### config.mk
export PLATFORM = sky130hd
export DESIGN_NAME = converter_control_regs
export DESIGN_NICKNAME = d
export VERILOG_FILES = /design/src/design/converter_control_pkg.sv /design/src/design/ramp_if.sv /design/src/design/core_ramp_engine.sv /design/src/design/converter_control_regs.sv
export VERILOG_INCLUDE_DIRS = /design/src /design/src/design
export SDC_FILE = /design/constraint.sdc
export NUM_CORES = 1
export LEC_CHECK = 0
export BUFFER_PORTS_ARGS = -buffer_cell sky130_fd_sc_hd__buf_2
export CORE_ASPECT_RATIO = 0.75
export CORE_MARGIN = 5
export CORE_UTILIZATION = 55
export CTS_BUF_LIST = sky130_fd_sc_hd__clkbuf_2
export DETAILED_ROUTE_END_ITERATION = 10
export PLACE_DENSITY = 0.78
export SLEW_MARGIN = 30
export SYNTH_ARGS = -nofsm -noshare
export SYNTH_HDL_FRONTEND = slang
export SYNTH_SLANG_ARGS = --single-unit
### constraint.sdc
create_clock -name clock -period 5.24 [get_ports clock]
set_input_delay 0.786 -clock clock [delete_from_list [all_inputs] [get_ports clock]]
set_output_delay 0.786 -clock clock [all_outputs]
set_load 0.01 [all_outputs]
### src/design/converter_control_params.svh
// Constants for the converter control register bank: offsets, field
// positions, reset values, voltage mapping and ramp timing.
// Assumes inclusion by bare name from design files only.
`ifndef CONVERTER_CONTROL_PARAMS_SVH
`define CONVERTER_CONTROL_PARAMS_SVH

// ==================================================================
// Register offsets
`define CCR_ADDR_SUPPLY_ENABLE 8'h03
`define CCR_ADDR_MODE_PHASE 8'h04
`define CCR_ADDR_VOLT_CHANGE 8'h05
`define CCR_ADDR_CORE_CODE 8'h06
`define CCR_ADDR_RAMP_RATE 8'h07

// ==================================================================
// Reset values
`define CCR_SUPPLY_ENABLE_RST 8'hff
`define CCR_MODE_PHASE_RST 8'hb1
`define CCR_VOLT_CHANGE_RST 8'h40
`define CCR_RAMP_RATE_RST 3'h6
`define CCR_CORE_RST_PIN_LOW 5'h14
`define CCR_CORE_RST_PIN_HIGH 5'h1e
`define CCR_READ_NONE 8'h00

// ==================================================================
// Field positions
`define CCR_SE_FIRST_CONV 5
`define CCR_SE_SECOND_CONV 4
`define CCR_SE_CORE_CONV 3
`define CCR_SE_SECOND_LIN 2
`define CCR_SE_FIRST_LIN 1
`define CCR_MP_SECOND_PHASE 6
`define CCR_MP_CORE_PHASE 4
`define CCR_MP_LOW_RIPPLE 3
`define CCR_VC_START 7
`define CCR_VC_CORE_ADJ 6
`define CCR_CORE_MSB 4
`define CCR_CORE_BIT3 3
`define CCR_CORE_BIT2 2
`define CCR_CORE_BIT1 1
`define CCR_CORE_LSB 0

// ==================================================================
// Core voltage mapping, millivolts
`define CCR_CORE_BASE_MV 11'd800
`define CCR_CORE_STEP_MV 11'd25
`define CCR_CORE_TOP_MV 11'd1600
`define CCR_CORE_TOP_CODE 5'h1f

// ==================================================================
// Ramp timing
`define CCR_CLOCK_PERIOD_NS 10
`define CCR_RAMP_STEP_UV 25000
`define CCR_RAMP_BASE_RATE_UV_PER_US 150
`define CCR_RAMP_STEP_NS (`CCR_RAMP_STEP_UV * 1000 / `CCR_RAMP_BASE_RATE_UV_PER_US)
`define CCR_RAMP_STEP_CYCLES (`CCR_RAMP_STEP_NS / `CCR_CLOCK_PERIOD_NS)
`define CCR_RAMP_IMMEDIATE 3'h7

`endif

### src/design/converter_control_pkg.sv
// Types shared by the converter control bank and its ramp engine.
// Assumes the params header supplies all numeric constants.
package converter_control_pkg;
    // Five-bit core voltage code
    typedef logic [4:0] core_code_t;
    // Three-bit ramp rate code
    typedef logic [2:0] ramp_code_t;
    // Ramp engine states
    typedef enum logic [0:0] {
        RAMP_IDLE,
        RAMP_STEP
    } ramp_state_t;
endpackage

### src/design/ramp_if.sv
// Carrier between the register bank and the core ramp engine.
// Assumes one clock domain; no clocking block.
`timescale 1ns/1ps
interface ramp_if;
    logic start; // Start bit level
    logic jump; // Reload event, code jumps at once
    converter_control_pkg::core_code_t jumpCode; // Value taken on jump
    converter_control_pkg::core_code_t target; // Register code
    converter_control_pkg::ramp_code_t slew; // Rate code
    converter_control_pkg::core_code_t code; // Internal voltage code
    logic done; // Target reached while started
    logic busy; // Stepping in progress
    modport ctrl (output start, jump, jumpCode, target, slew, input code, done, busy);
    modport engine (input start, jump, jumpCode, target, slew, output code, done, busy);
endinterface

### src/design/core_ramp_engine.sv
// Core rail ramp engine: walks the internal code one step at a time, except at the immediate rate code 7 and on reload jumps.
// Assumes target and rate come straight from the register bank.
`timescale 1ns/1ps
`include "converter_control_params.svh"
module core_ramp_engine #(
    parameter int STEP_CYCLES = `CCR_RAMP_STEP_CYCLES,
    parameter int CNT_W = $clog2(STEP_CYCLES + 1)
) (
    input wire logic clock,
    input wire logic rst,
    ramp_if.engine rampBus
);
    // ==================================================================
    // State
    converter_control_pkg::ramp_state_t state_q; // Engine state
    converter_control_pkg::core_code_t code_q; // Internal voltage code
    logic [CNT_W-1:0] count_q; // Cycles left in this step
    logic [CNT_W-1:0] interval; // Step length for the chosen rate

    localparam logic [CNT_W-1:0] SLOWEST = CNT_W'(STEP_CYCLES);

    // Each rate code doubles the speed, so halve the step length
    assign interval = SLOWEST >> rampBus.slew;

    // Done looks at the code, not the real output level
    assign rampBus.done = rampBus.start && (code_q == rampBus.target) && !rampBus.jump;
    assign rampBus.busy = (state_q == converter_control_pkg::RAMP_STEP);
    assign rampBus.code = code_q;

    // ==================================================================
    // Stepping
    always_ff @(posedge clock or posedge rst) begin
        if (rst) begin
            state_q <= converter_control_pkg::RAMP_IDLE;
            code_q <= `CCR_CORE_RST_PIN_LOW;
            count_q <= '0;
        end else if (rampBus.jump) begin
            // Reload events jump straight to the reloaded register code
            state_q <= converter_control_pkg::RAMP_IDLE;
            code_q <= rampBus.jumpCode;
        end else begin
            case (state_q)
                converter_control_pkg::RAMP_IDLE: begin
                    if (rampBus.start && (code_q != rampBus.target)) begin
                        if (rampBus.slew == `CCR_RAMP_IMMEDIATE) begin
                            code_q <= rampBus.target;
                        end else begin
                            state_q <= converter_control_pkg::RAMP_STEP;
                            count_q <= interval - 1'b1;
                        end
                    end
                end
                converter_control_pkg::RAMP_STEP: begin
                    if (!rampBus.start || (code_q == rampBus.target)) begin
                        state_q <= converter_control_pkg::RAMP_IDLE;
                    end else if (count_q == '0) begin
                        // One code step per interval, up or down
                        if (code_q < rampBus.target) begin
                            code_q <= code_q + 5'h01;
                        end else begin
                            code_q <= code_q - 5'h01;
                        end
                        count_q <= interval - 1'b1;
                    end else begin
                        count_q <= count_q - 1'b1;
                    end
                end
                default: begin
                    state_q <= converter_control_pkg::RAMP_IDLE;
                end
            endcase
        end
    end
endmodule

### src/design/converter_control_regs.sv
// Converter control register bank: supply enables, converter mode and
// phase, core voltage change control, core code and ramp rate.
// Assumes a serial front end delivers decoded byte reads and writes,
// and all pin inputs are synchronous to clock.
`timescale 1ns/1ps
`include "converter_control_params.svh"

module converter_control_regs #(
    parameter int STEP_CYCLES = `CCR_RAMP_STEP_CYCLES
) (
    input wire logic clock,
    input wire logic rst,
    // Decoded register access from the serial front end
    input wire logic regWrite,
    input wire logic regRead,
    input wire logic [7:0] regAddr,
    input wire logic [7:0] regWrData,
    output logic [7:0] regRdData,
    output logic regRdValid,
    // Device level pins and events
    input wire logic undervoltageLockout,
    input wire logic linearRegEnablePin,
    input wire logic firstConverterEnablePin,
    input wire logic secondConverterEnablePin,
    input wire logic coreConverterEnablePin,
    input wire logic warmResetPin_n,
    input wire logic powerOnResetOut,
    input wire logic backupRailLow,
    input wire logic coreDefaultPin,
    // Supply control
    output logic firstLinearOn,
    output logic secondLinearOn,
    output logic [2:0] converterOn,
    output logic [2:0] forcedFixedFreq,
    output logic lowRipple,
    output logic [1:0] firstPhaseDelay,
    output logic [1:0] secondPhaseDelay,
    output logic [1:0] corePhaseDelay,
    output logic [2:0] dischargeActive,
    // Core rail
    output logic coreFromRegister,
    output logic [4:0] coreRampCode,
    output logic [10:0] coreMillivolts,
    output logic coreRampBusy
);
    // ==================================================================
    // Elaboration checks
    // Six halvings must still leave a step of at least two cycles
    if (STEP_CYCLES < 128) begin : g_bad_step
        $error("STEP_CYCLES too small for the fastest ramp rate");
    end

    // ==================================================================
    // Declarations
    // Converter vectors: [2] second, [1] first, [0] core
    logic [1:0] linearEn_q; // [1] second, [0] first linear enables
    logic [1:0] linearEn_d;
    logic [2:0] convEn_q; // Converter enable bits
    logic [2:0] convEn_d;
    logic [2:0] convPin; // Converter enable pins, same order
    logic [7:0] modePhase_q; // Mode and phase register
    logic [7:0] modePhase_d;
    logic start_q; // Start bit
    logic start_d;
    logic coreAdj_q; // Core-adjust bit
    logic coreAdj_d;
    logic [2:0] discharge_q; // Discharge bits
    logic [2:0] discharge_d;
    converter_control_pkg::core_code_t coreCode_q; // Core code register
    converter_control_pkg::core_code_t coreCode_d;
    converter_control_pkg::ramp_code_t rampRate_q; // Ramp rate register
    converter_control_pkg::ramp_code_t rampRate_d;
    logic initLoad_q; // First cycle after reset release
    logic wideReload; // Reload set for core bits 3:1 and core-adjust
    logic firstReload; // Reload set for core bits 4 and 0
    logic [7:0] readMux; // Selected read value
    logic [10:0] millivolts_d; // Next core voltage figure
    logic [7:0] supplyEnableView; // Read view of enable register
    converter_control_pkg::core_code_t coreDefault; // Pin-chosen default
    ramp_if rampBus();

    assign convPin = {secondConverterEnablePin, firstConverterEnablePin,
                      coreConverterEnablePin};

    // ==================================================================
    // Reset event decoding
    // Default pin is a strap, so it is sampled after reset release
    always_ff @(posedge clock or posedge rst) begin
        if (rst) begin
            initLoad_q <= 1'b1;
        end else begin
            initLoad_q <= 1'b0;
        end
    end

    // Both sets share lockout, warm reset, power-on reset, backup rail
    assign wideReload = undervoltageLockout || initLoad_q || !warmResetPin_n
                        || powerOnResetOut || backupRailLow
                        || (!firstConverterEnablePin && !coreConverterEnablePin);
    assign firstReload = undervoltageLockout || initLoad_q || !warmResetPin_n
                         || powerOnResetOut || backupRailLow
                         || !firstConverterEnablePin;

    // Default 14h with pin low, 1Eh with pin high
    assign coreDefault = coreDefaultPin ? `CCR_CORE_RST_PIN_HIGH
                                        : `CCR_CORE_RST_PIN_LOW;

    // ==================================================================
    // Supply enable register
    // Lockout and pin resets outrank a host write in the same cycle
    always_comb begin
        linearEn_d = linearEn_q;
        if (undervoltageLockout) begin
            linearEn_d = 2'h3;
        end else if (!linearRegEnablePin) begin
            linearEn_d = 2'h3;
        end else if (regWrite && (regAddr == `CCR_ADDR_SUPPLY_ENABLE)) begin
            linearEn_d = {regWrData[`CCR_SE_SECOND_LIN],
                          regWrData[`CCR_SE_FIRST_LIN]};
        end
    end

    always_ff @(posedge clock or posedge rst) begin
        if (rst) begin
            linearEn_q <= 2'h3;
        end else begin
            linearEn_q <= linearEn_d;
        end
    end

    // Converter enable bits reload when their own pin is low
    for (genvar i = 0; i < 3; i++) begin : g_conv_en
        localparam int POS = (i == 2) ? `CCR_SE_SECOND_CONV :
                             (i == 1) ? `CCR_SE_FIRST_CONV : `CCR_SE_CORE_CONV;
        always_comb begin
            convEn_d[i] = convEn_q[i];
            if (undervoltageLockout || !convPin[i]) begin
                convEn_d[i] = 1'b1;
            end else if (regWrite && (regAddr == `CCR_ADDR_SUPPLY_ENABLE)) begin
                convEn_d[i] = regWrData[POS];
            end
        end
        always_ff @(posedge clock or posedge rst) begin
            if (rst) begin
                convEn_q[i] <= 1'b1;
            end else begin
                convEn_q[i] <= convEn_d[i];
            end
        end
        // Disabled converter with its bit set drains its output
        assign dischargeActive[i] = discharge_q[i] && !converterOn[i];
    end

    // Unimplemented bits of this register read as their default ones
    always_comb begin
        supplyEnableView = `CCR_SUPPLY_ENABLE_RST;
        supplyEnableView[`CCR_SE_SECOND_LIN] = linearEn_q[1];
        supplyEnableView[`CCR_SE_FIRST_LIN] = linearEn_q[0];
        supplyEnableView[`CCR_SE_SECOND_CONV] = convEn_q[2];
        supplyEnableView[`CCR_SE_FIRST_CONV] = convEn_q[1];
        supplyEnableView[`CCR_SE_CORE_CONV] = convEn_q[0];
    end

    // Bit and pin must both be high
    assign secondLinearOn = linearEn_q[1] && linearRegEnablePin;
    assign firstLinearOn = linearEn_q[0] && linearRegEnablePin;
    assign converterOn = convEn_q & convPin;

    // ==================================================================
    // Converter mode and phase register
    always_comb begin
        modePhase_d = modePhase_q;
        if (undervoltageLockout) begin
            modePhase_d = `CCR_MODE_PHASE_RST;
        end else if (regWrite && (regAddr == `CCR_ADDR_MODE_PHASE)) begin
            modePhase_d = regWrData;
        end
    end

    always_ff @(posedge clock or posedge rst) begin
        if (rst) begin
            modePhase_q <= `CCR_MODE_PHASE_RST;
        end else begin
            modePhase_q <= modePhase_d;
        end
    end

    // Codes 0..3 give zero to three quarters of a switching cycle
    assign secondPhaseDelay = modePhase_q[`CCR_MP_SECOND_PHASE +: 2];
    assign corePhaseDelay = modePhase_q[`CCR_MP_CORE_PHASE +: 2];
    // Reference converter, no field can shift it
    assign firstPhaseDelay = 2'h0;
    assign lowRipple = modePhase_q[`CCR_MP_LOW_RIPPLE];
    assign forcedFixedFreq = modePhase_q[2:0];

    // ==================================================================
    // Voltage change control register
    always_comb begin
        start_d = start_q;
        if (undervoltageLockout) begin
            start_d = 1'b0;
        end else if (regWrite && (regAddr == `CCR_ADDR_VOLT_CHANGE)
                     && regWrData[`CCR_VC_START]) begin
            // A host set wins over a finishing ramp
            start_d = 1'b1;
        end else if (rampBus.done) begin
            start_d = 1'b0;
        end else if (regWrite && (regAddr == `CCR_ADDR_VOLT_CHANGE)) begin
            start_d = 1'b0;
        end
    end

    always_comb begin
        coreAdj_d = coreAdj_q;
        if (wideReload) begin
            coreAdj_d = 1'b1;
        end else if (regWrite && (regAddr == `CCR_ADDR_VOLT_CHANGE)) begin
            coreAdj_d = regWrData[`CCR_VC_CORE_ADJ];
        end
    end

    always_comb begin
        discharge_d = discharge_q;
        if (undervoltageLockout) begin
            discharge_d = 3'h0;
        end else if (regWrite && (regAddr == `CCR_ADDR_VOLT_CHANGE)) begin
            discharge_d = regWrData[2:0];
        end
    end

    // Default 40h: start clear, core-adjust set, no discharge
    always_ff @(posedge clock or posedge rst) begin
        if (rst) begin
            start_q <= 1'(`CCR_VOLT_CHANGE_RST >> `CCR_VC_START);
            coreAdj_q <= 1'b1;
            discharge_q <= 3'h0;
        end else begin
            start_q <= start_d;
            coreAdj_q <= coreAdj_d;
            discharge_q <= discharge_d;
        end
    end

    // Core-adjust clear hands the rail to the register code
    assign coreFromRegister = !coreAdj_q;

    // ==================================================================
    // Core voltage code register
    always_comb begin
        coreCode_d = coreCode_q;
        if (regWrite && (regAddr == `CCR_ADDR_CORE_CODE)) begin
            coreCode_d = regWrData[4:0];
        end
        if (wideReload) begin
            coreCode_d[`CCR_CORE_BIT3] = coreDefault[`CCR_CORE_BIT3];
            coreCode_d[`CCR_CORE_BIT2] = coreDefault[`CCR_CORE_BIT2];
            coreCode_d[`CCR_CORE_BIT1] = coreDefault[`CCR_CORE_BIT1];
        end
        if (firstReload) begin
            coreCode_d[`CCR_CORE_MSB] = coreDefault[`CCR_CORE_MSB];
            coreCode_d[`CCR_CORE_LSB] = coreDefault[`CCR_CORE_LSB];
        end
    end

    always_ff @(posedge clock or posedge rst) begin
        if (rst) begin
            coreCode_q <= `CCR_CORE_RST_PIN_LOW;
        end else begin
            coreCode_q <= coreCode_d;
        end
    end

    // ==================================================================
    // Ramp rate register
    always_comb begin
        rampRate_d = rampRate_q;
        if (undervoltageLockout) begin
            rampRate_d = `CCR_RAMP_RATE_RST;
        end else if (regWrite && (regAddr == `CCR_ADDR_RAMP_RATE)) begin
            rampRate_d = regWrData[2:0];
        end
    end

    always_ff @(posedge clock or posedge rst) begin
        if (rst) begin
            rampRate_q <= `CCR_RAMP_RATE_RST;
        end else begin
            rampRate_q <= rampRate_d;
        end
    end

    // ==================================================================
    // Ramp engine
    // Any reload of the code drags the internal code with it, so a
    // pin reset never leaves a ramp running toward a stale value
    assign rampBus.start = start_q;
    assign rampBus.jump = wideReload || firstReload;
    assign rampBus.jumpCode = coreCode_d;
    assign rampBus.target = coreCode_q;
    assign rampBus.slew = rampRate_q;

    core_ramp_engine #(
        .STEP_CYCLES(STEP_CYCLES)
    ) u_engine (
        .clock(clock),
        .rst(rst),
        .rampBus(rampBus.engine)
    );

    assign coreRampCode = rampBus.code;
    assign coreRampBusy = rampBus.busy;

    // ==================================================================
    // Core voltage figure
    // Linear steps, but the top code jumps a double step
    always_comb begin
        if (rampBus.code == `CCR_CORE_TOP_CODE) begin
            millivolts_d = `CCR_CORE_TOP_MV;
        end else begin
            millivolts_d = `CCR_CORE_BASE_MV
                           + 11'(`CCR_CORE_STEP_MV * {6'h00, rampBus.code});
        end
    end

    always_ff @(posedge clock or posedge rst) begin
        if (rst) begin
            coreMillivolts <= `CCR_CORE_BASE_MV;
        end else begin
            coreMillivolts <= millivolts_d;
        end
    end

    // ==================================================================
    // Read path
    // Addresses outside this bank answer zero; the front end owns them
    always_comb begin
        if (regAddr == `CCR_ADDR_SUPPLY_ENABLE) begin
            readMux = supplyEnableView;
        end else if (regAddr == `CCR_ADDR_MODE_PHASE) begin
            readMux = modePhase_q;
        end else if (regAddr == `CCR_ADDR_VOLT_CHANGE) begin
            // Bits 5:3 unused, read zero
            readMux = {start_q, coreAdj_q, 3'h0, discharge_q};
        end else if (regAddr == `CCR_ADDR_CORE_CODE) begin
            readMux = {3'h0, coreCode_q};
        end else if (regAddr == `CCR_ADDR_RAMP_RATE) begin
            readMux = {5'h00, rampRate_q};
        end else begin
            readMux = `CCR_READ_NONE;
        end
    end

    // Read data held until the next read
    always_ff @(posedge clock or posedge rst) begin
        if (rst) begin
            regRdData <= `CCR_READ_NONE;
            regRdValid <= 1'b0;
        end else begin
            regRdValid <= regRead;
            if (regRead) begin
                regRdData <= readMux;
            end
        end
    end
endmodule

-- After elaboration in Yosys (flattened, before gate mapping)
Index checks and enable logic that the tools add are counted.
- word-level logic and storage cells: 141
- input bits: 29
- register bits after elaboration: 68
- equal/unequal tests: 17
- multiplexer cells: 49
- shift operators: 1
- add/sub/neg operators: 5
- reduce and logical (&&, ||, !) cells: 47
- magnitude comparators: 1
- multiply operators: 1
- bitwise operators: 3
- operators by type and width (cell ; number):
    2-to-1 mux 15 bit ; 4
    2-to-1 mux 5 bit ; 8
    2-to-1 mux 8 bit ; 5
    == test 8 x 3 -> 1 bit (second input constant) ; 4
    one-hot mux 15 bit (2 select lines) ; 1
    subtractor 15 x 1 -> 15 bit (second input constant) ; 2
    2-to-1 mux 1 bit ; 18
    2-to-1 mux 3 bit ; 6
    logical AND 1 bit ; 15
    zero test 15 bit ; 1
    right shift 15 x 3 -> 15 bit (first input constant) ; 1
    nonzero test 2 bit ; 7
    adder 10 x 10 -> 11 bit (first input constant) ; 1
    logical OR 1 bit ; 11
    2-to-1 mux 11 bit ; 1
    zero test 1 bit ; 10
    multiplier 5 x 5 -> 10 bit (first input constant) ; 1
    one-hot mux 5 bit (2 select lines) ; 1
    inequality test 3 x 2 -> 1 bit (second input constant) ; 3
    == test 8 x 2 -> 1 bit (second input constant) ; 1
    AND reduction 4 bit ; 2
    2-to-1 mux 2 bit ; 3
    inequality test 3 x 1 -> 1 bit (second input constant) ; 2
    adder 5 x 1 -> 5 bit (second input constant) ; 1
    other kinds (13) ; 15

-- Depth between registers and ports, before layout
- word-level depth: 11
- mapped depth: 12
- gate-level depth less buffers: 12

-- Hierarchy
A second synthesis with hierarchy kept.
- cells, all modules: 475
- area, all modules: 4634.4 um^2
- by module, submodules not included (module ; cells an instance ; instances ; area each (um^2) ; sequential area each (um^2)):
    converter_control_regs ; 229 ; 1 ; 2509.9 ; 1198.6
    core_ramp_engine ; 246 ; 1 ; 2124.5 ; 528.0

-- Least setup slack after synthesis
No wires, ideal clock.
- path kind: register to register
- start: reg coreCode_q[2]
- end: reg u_engine.code_q[3], in the netlist u_engine.rampBus.code[3]
- data arrival time: 2704 ps
- buffers on the path: 0
- slack: 2470 ps
- period minus slack after synthesis: 2770 ps
- setup time: 66 ps
- stages on the path, launching flop included: 13
- path through: dfstp_2 inv_1 ha_1 a21oi_1 a21oi_1 a211oi_1 inv_1 ha_1 or4bb_1 o221ai_1 o21ai_0 nor2_1 a221o_1
- longest elaborated chain between the ends: 6
- elaborated cells between the ends (all ways): 13
- classes of those cells: order compare: 1; eq/ne: 4; mux: 5; reduce/logical: 3
- RTL lines (what ; RTL line ; source):
    start, declared ; converter_control_regs.sv:69 ; converter_control_pkg::core_code_t coreCode_q;
    start signal, assigned ; converter_control_regs.sv:267 ; coreCode_q <= `CCR_CORE_RST_PIN_LOW;
    start signal, assigned ; converter_control_regs.sv:269 ; coreCode_q <= coreCode_d;
    less-than comparator 5 bit ; core_ramp_engine.sv:58 ; if (code_q < rampBus.target) begin
    2-to-1 mux 5 bit ; core_ramp_engine.sv:58 ;
    2-to-1 mux 5 bit ; core_ramp_engine.sv:56 ; end else if (count_q == '0) begin
    2-to-1 mux 5 bit ; core_ramp_engine.sv:54 ; if (!rampBus.start || (code_q == rampBus.target)) begin
    one-hot mux 5 bit (2 select lines) ; core_ramp_engine.sv:42 ; case (state_q)
    2-to-1 mux 5 bit ; core_ramp_engine.sv:37 ; end else if (rampBus.jump) begin
    end signal, assigned ; core_ramp_engine.sv:40 ; code_q <= rampBus.jumpCode;
    end signal, assigned ; core_ramp_engine.sv:46 ; code_q <= rampBus.target;
    end signal, assigned ; core_ramp_engine.sv:59 ; code_q <= code_q + 5'h01;
    end, declared ; core_ramp_engine.sv:16 ; converter_control_pkg::core_code_t code_q;
Several ways; a longest one is shown, not always the timed one. The select of a mux whose other input is x is not followed.
A chain may end at the register's enable or synchronous reset.

-- Final worst setup path
Ends and elaborated chain as after synthesis.

==> run_summary.xml <==
<?xml version="1.0" encoding="UTF-8"?>
<metrics>
  <group name="setup_path">
    <metric name="worst_ep_arrival_time" unit="ns">3.54</metric>
    <metric name="worstPathRequired" unit="ns">5.66</metric>
    <metric name="critPathMaxFanout" unit="">5</metric>
    <metric name="r2r_setup_slack" unit="ns">2.12</metric>
    <metric name="critPathKind" unit="">flop to flop</metric>
    <metric name="worstSetupEndpoint" unit="">u_engine.rampBus.code[3]</metric>
    <metric name="critPathCaptureType" unit="">flop</metric>
    <metric name="rr_worst_depth" unit="">12</metric>
    <metric name="worst_setup_path_start_kind" unit="">flop</metric>
    <metric name="crit_start" unit="">coreCode_q[2]</metric>
    <metric name="regToRegStartpoint" unit="">coreCode_q[2]</metric>
    <metric name="worst_r2r_endpoint" unit="">u_engine.rampBus.code[3]</metric>
  </group>
  <group name="clock_network">
    <metric name="post-cts-setup-buffers" unit="">0</metric>
    <metric name="tritoncts_clock_tree" unit="">yes</metric>
    <metric name="hold_buffers_post_cts" unit="">0</metric>
    <metric name="worstSkewPairLatency" unit="ns">0.49</metric>
    <metric name="cts_htree_levels" unit="">3</metric>
    <metric name="max-clock-path-buffers" unit="">2</metric>
    <metric name="cts_resized" unit="">0</metric>
    <metric name="cts-buffers-inserted" unit="">9</metric>
    <metric name="ctsRootBufferMaster" unit="">sky130_fd_sc_hd__clkbuf_2</metric>
    <metric name="worst_setup_hold_path_clk_slew" unit="ns">0.19</metric>
    <metric name="cts.sinks" unit="">68</metric>
  </group>
  <group name="sta">
    <metric name="rsz0062_at_grt" unit="">false</metric>
    <metric name="fin_tns_setup" unit="ns">0</metric>
    <metric name="setup_violations" unit="">0</metric>
    <metric name="whs" unit="ns">0.404</metric>
    <metric name="finalHoldViolCount" unit="">0</metric>
    <metric name="max_freq" unit="MHz">321</metric>
    <metric name="timing.clock.skew" unit="ns">0.0279</metric>
    <metric name="final.min_clock_period" unit="ns">3.12</metric>
    <metric name="post-route-period-util" unit="">0.595</metric>
    <metric name="headroom_to_the_max_slew_limit" unit="">0.471</metric>
    <metric name="worst_slew_pin_slew" unit="ns">0.793</metric>
    <metric name="final_max_slew_viol_count" unit="">0</metric>
  </group>
  <group name="route">
    <metric name="firstDrtPassIters" unit="">5</metric>
    <metric name="via_total_after_detailed_routing" unit="">3824</metric>
    <metric name="detail_route.wl_per_cell" unit="um">17.1</metric>
    <metric name="antenna_left" unit="">0</metric>
    <metric name="drt-vias-per-instance" unit="">5.97</metric>
    <metric name="route.final.wire_length" unit="mm">11.0</metric>
    <metric name="detail_route.drc_violations" unit="">0</metric>
    <metric name="detail_route.iter0.violations" unit="">408</metric>
  </group>
  <group name="outcome">
    <metric name="run_status" unit="">completed</metric>
  </group>
  <group name="floorplanning">
    <metric name="initial_core_util" unit="">0.573</metric>
    <metric name="number_of_standard_cell_rows_in_the_floorplan" unit="">28</metric>
    <metric name="design.core.area" unit="um2">7990</metric>
    <metric name="floorplan.die.height" unit="um">89.0</metric>
    <metric name="die-width" unit="um">115</metric>
    <metric name="ios" unit="">74</metric>
    <metric name="die-area" unit="um2">10300</metric>
  </group>
  <group name="pwr">
    <metric name="p_total" unit="mW">1.02</metric>
    <metric name="cellLeakagePower" unit="nW">2.38</metric>
    <metric name="pwr_density_cell" unit="nW/um2">202</metric>
    <metric name="ir_drop_worst_case_vdd" unit="V">0.000123</metric>
  </group>
  <group name="placement">
    <metric name="portBuffers" unit="">71</metric>
    <metric name="post_dp_cell_area" unit="um2">4940</metric>
    <metric name="dpl.hpwl" unit="mm">8.08</metric>
    <metric name="globalplace.congestion" unit="">0.890</metric>
  </group>
  <group name="logic_synthesis">
    <metric name="synth-seq-cells" unit="">68</metric>
    <metric name="netlist_area" unit="um2">4580</metric>
    <metric name="yosysWarningCount" unit="">0</metric>
    <metric name="ys.flop_type" unit="">sky130_fd_sc_hd__dfrtp_1</metric>
    <metric name="syn-mean-instance-area" unit="um2">9.72</metric>
    <metric name="post_synthesis_sequential_area_ratio" unit="">0.377</metric>
    <metric name="netlist_instances" unit="">471</metric>
    <metric name="number_of_flops_mapped_to_enable_cells_by_yosys" unit="">0</metric>
    <metric name="synthArstFlopShare" unit="">1.00</metric>
    <metric name="yosysUniqueCellTypes" unit="">76</metric>
  </group>
  <group name="layout">
    <metric name="finish.instance_area" unit="um2">5060</metric>
    <metric name="post_route_cells_drive_above_1_share" unit="">0.256</metric>
    <metric name="finalNetCount" unit="">593</metric>
    <metric name="area_growth_syn_to_layout" unit="%">10.5</metric>
    <metric name="layout.filler_cells" unit="">697</metric>
    <metric name="antenna_cells_inserted" unit="">0</metric>
  </group>
  <group name="global_route">
    <metric name="grt.overflow.total" unit="">0</metric>
    <metric name="largest_net_degree_at_the_start_of_global_routing" unit="">69</metric>
    <metric name="grt_first_pass_wirelength" unit="mm">18.4</metric>
    <metric name="grt_antenna_before_repair" unit="">0</metric>
    <metric name="global_router_s_overall_resource_usage" unit="">0.227</metric>
    <metric name="grt_pass1_vias" unit="">3562</metric>
  </group>
  <group name="flow_run">
    <metric name="max-cap-violations" unit="">0</metric>
  </group>
  <group name="worst_hold_path">
    <metric name="worst_hold_path_type" unit="">primary input to async pin</metric>
  </group>
</metrics>
==> logic make-up after synthesis <==
group | Yosys count | share of synthesized area
buffers and inverters | 58 | 0.0568
adder cells (fa/ha/maj) | 33 | 0.0967
multiplexers | 34 | 0.0806
flip-flops | 68 | 0.377
AND/OR/NAND/NOR | 167 | 0.210
other | 1 | 0.000819
XOR/XNOR | 9 | 0.0172
AO/OA/AOI/OAI | 101 | 0.161
==> sequential cells by signal, summed over array words and instances (netlist names) <==
| register | count |
|---|---|
| coreCode_q | 5 |
| regRdData | 8 |
| rampBus.slew | 3 |
| regRdValid | 1 |
| linearEn_q | 2 |
| coreMillivolts | 11 |
| modePhase_q | 8 |
| convEn_q | 3 |
| discharge_q | 3 |
| u_engine.rampBus.code | 5 |
| u_engine.rampBus.busy | 1 |
| initLoad_q | 1 |
| coreAdj_q | 1 |
| rampBus.start | 1 |
| u_engine.count_q | 15 |
==> power by group <==
group	switching [mW]	internal (mW)	total (mW)	leakage (nW)
logic	0.0964	0.0681	0.165	1.48
clock network	0.182	0.116	0.298	0.0713
registers	0.00899	0.548	0.557	0.825
total	0.288	0.732	1.02	2.38
==> per-stage QoR <==
step | std cells | setup WS (ns) | utilization
after floorplan | 473 | 2.47 | -
after global placement | 625 | 2.27 | 0.619
after detailed placement | 625 | 2.16 | 0.619
after CTS | 641 | 2.13 | 0.632
after global routing | 641 | 1.84 | 0.633
final | 641 | 2.12 | 0.633
==> critical path, stage by stage (launching register included) <==
cell and delay, ns:
sky130_fd_sc_hd__dfstp_2 0.59, sky130_fd_sc_hd__inv_1 0.05, sky130_fd_sc_hd__ha_1 0.30, sky130_fd_sc_hd__a21oi_1 0.17, sky130_fd_sc_hd__a21oi_1 0.09, sky130_fd_sc_hd__a211oi_1 0.42, sky130_fd_sc_hd__inv_1 0.16, sky130_fd_sc_hd__ha_1 0.37
sky130_fd_sc_hd__or4bb_1 0.49, sky130_fd_sc_hd__o221ai_1 0.09, sky130_fd_sc_hd__o21ai_0 0.11, sky130_fd_sc_hd__nor2_1 0.11, sky130_fd_sc_hd__a221o_1 0.12
==> cell usage after synthesis (3+ instances only) <==
cell type / n / share of area
sky130_fd_sc_hd__o21ai_0: 14 / 0.015
sky130_fd_sc_hd__o2111ai_1: 3 / 0.0057
sky130_fd_sc_hd__nand4_1: 4 / 0.0055
sky130_fd_sc_hd__ha_1: 29 / 0.079
sky130_fd_sc_hd__inv_1: 32 / 0.026
sky130_fd_sc_hd__a22oi_1: 3 / 0.0049
sky130_fd_sc_hd__fa_1: 4 / 0.017
sky130_fd_sc_hd__buf_2: 4 / 0.0044
sky130_fd_sc_hd__or4_1: 3 / 0.0049
sky130_fd_sc_hd__nor2b_1: 9 / 0.012
sky130_fd_sc_hd__nand2_1: 37 / 0.030
sky130_fd_sc_hd__a32o_1: 7 / 0.015
sky130_fd_sc_hd__o21ai_1: 4 / 0.0044
sky130_fd_sc_hd__nor4_2: 3 / 0.0082
sky130_fd_sc_hd__dfrtp_1: 48 / 0.26
sky130_fd_sc_hd__buf_4: 4 / 0.0066
sky130_fd_sc_hd__o211ai_1: 10 / 0.016
sky130_fd_sc_hd__nand3_1: 14 / 0.015
sky130_fd_sc_hd__nand4b_1: 3 / 0.0057
sky130_fd_sc_hd__dfstp_2: 20 / 0.11
sky130_fd_sc_hd__a21o_1: 3 / 0.0049
sky130_fd_sc_hd__nor4b_1: 3 / 0.0057
sky130_fd_sc_hd__nand2b_1: 3 / 0.0041
sky130_fd_sc_hd__a21oi_1: 30 / 0.033
sky130_fd_sc_hd__buf_1: 3 / 0.0025
sky130_fd_sc_hd__buf_6: 3 / 0.0074
sky130_fd_sc_hd__mux2_2: 3 / 0.0074
sky130_fd_sc_hd__a22o_1: 3 / 0.0057
sky130_fd_sc_hd__xnor2_1: 7 / 0.013
sky130_fd_sc_hd__nor2_1: 41 / 0.034
sky130_fd_sc_hd__mux2i_1: 29 / 0.063
sky130_fd_sc_hd__and2_1: 8 / 0.011
sky130_fd_sc_hd__clkbuf_1: 11 / 0.0090
sky130_fd_sc_hd__nor3_1: 10 / 0.011
sky130_fd_sc_hd__nand3b_1: 7 / 0.011
sky130_fd_sc_hd__o21a_1: 3 / 0.0049
==> cell type report <==
cell class              count  area [um2]  area share
clock buffers              13        65.1      0.0129
clock inverters             3        37.5     0.00742
inverters                  33         124      0.0245
multi-input cells         347        2610       0.515
flip-flops and latches     68        1730       0.341
well taps                 105         131      0.0260
repair buffers             72         367      0.0725
==> cell usage in the layout, fill, tap and decap left out, types with 4 or more instances in the layout <==
cell type / n
sky130_fd_sc_hd__xnor2_1: 7
sky130_fd_sc_hd__nand2_1: 37
sky130_fd_sc_hd__nor3_1: 10
sky130_fd_sc_hd__a21oi_1: 30
sky130_fd_sc_hd__nand4_1: 4
sky130_fd_sc_hd__buf_2: 71
sky130_fd_sc_hd__dfrtp_1: 48
sky130_fd_sc_hd__inv_1: 31
sky130_fd_sc_hd__clkbuf_2: 13
sky130_fd_sc_hd__nor2_1: 41
sky130_fd_sc_hd__nor2b_1: 9
sky130_fd_sc_hd__and2_1: 8
sky130_fd_sc_hd__o21ai_1: 4
sky130_fd_sc_hd__o21ai_0: 14
sky130_fd_sc_hd__ha_1: 29
sky130_fd_sc_hd__a32o_1: 7
sky130_fd_sc_hd__o211ai_1: 10
sky130_fd_sc_hd__nand3_1: 14
sky130_fd_sc_hd__mux2i_1: 29
sky130_fd_sc_hd__nand3b_1: 7
sky130_fd_sc_hd__dfstp_2: 20
sky130_fd_sc_hd__fa_1: 4
==> metal layers <==
metal  routed length (um)  vias to the layer above  track usage
met3                  991                       10       0.0636
li1                     -                     1818            -
met1                 5110                     1832        0.341
met2                 4780                      164        0.332
met4                   82                        0       0.0394
met5                    0                        -            0
==> how the worst min path moves through the flow <==
stage	to	slack, ns	cells after the start
2_1_floorplan	linearEn_q[0]	0.47	2
3_3_place_gp	linearEn_q[0]	0.49	2
3_5_place_dp	linearEn_q[0]	0.49	2
4_1_cts	convEn_q[2]	0.46	2
5_1_grt	u_engine.count_q[1]	0.43	3
6_report	u_engine.count_q[1]	0.40	3
Power figures use the tool's default switching activity.
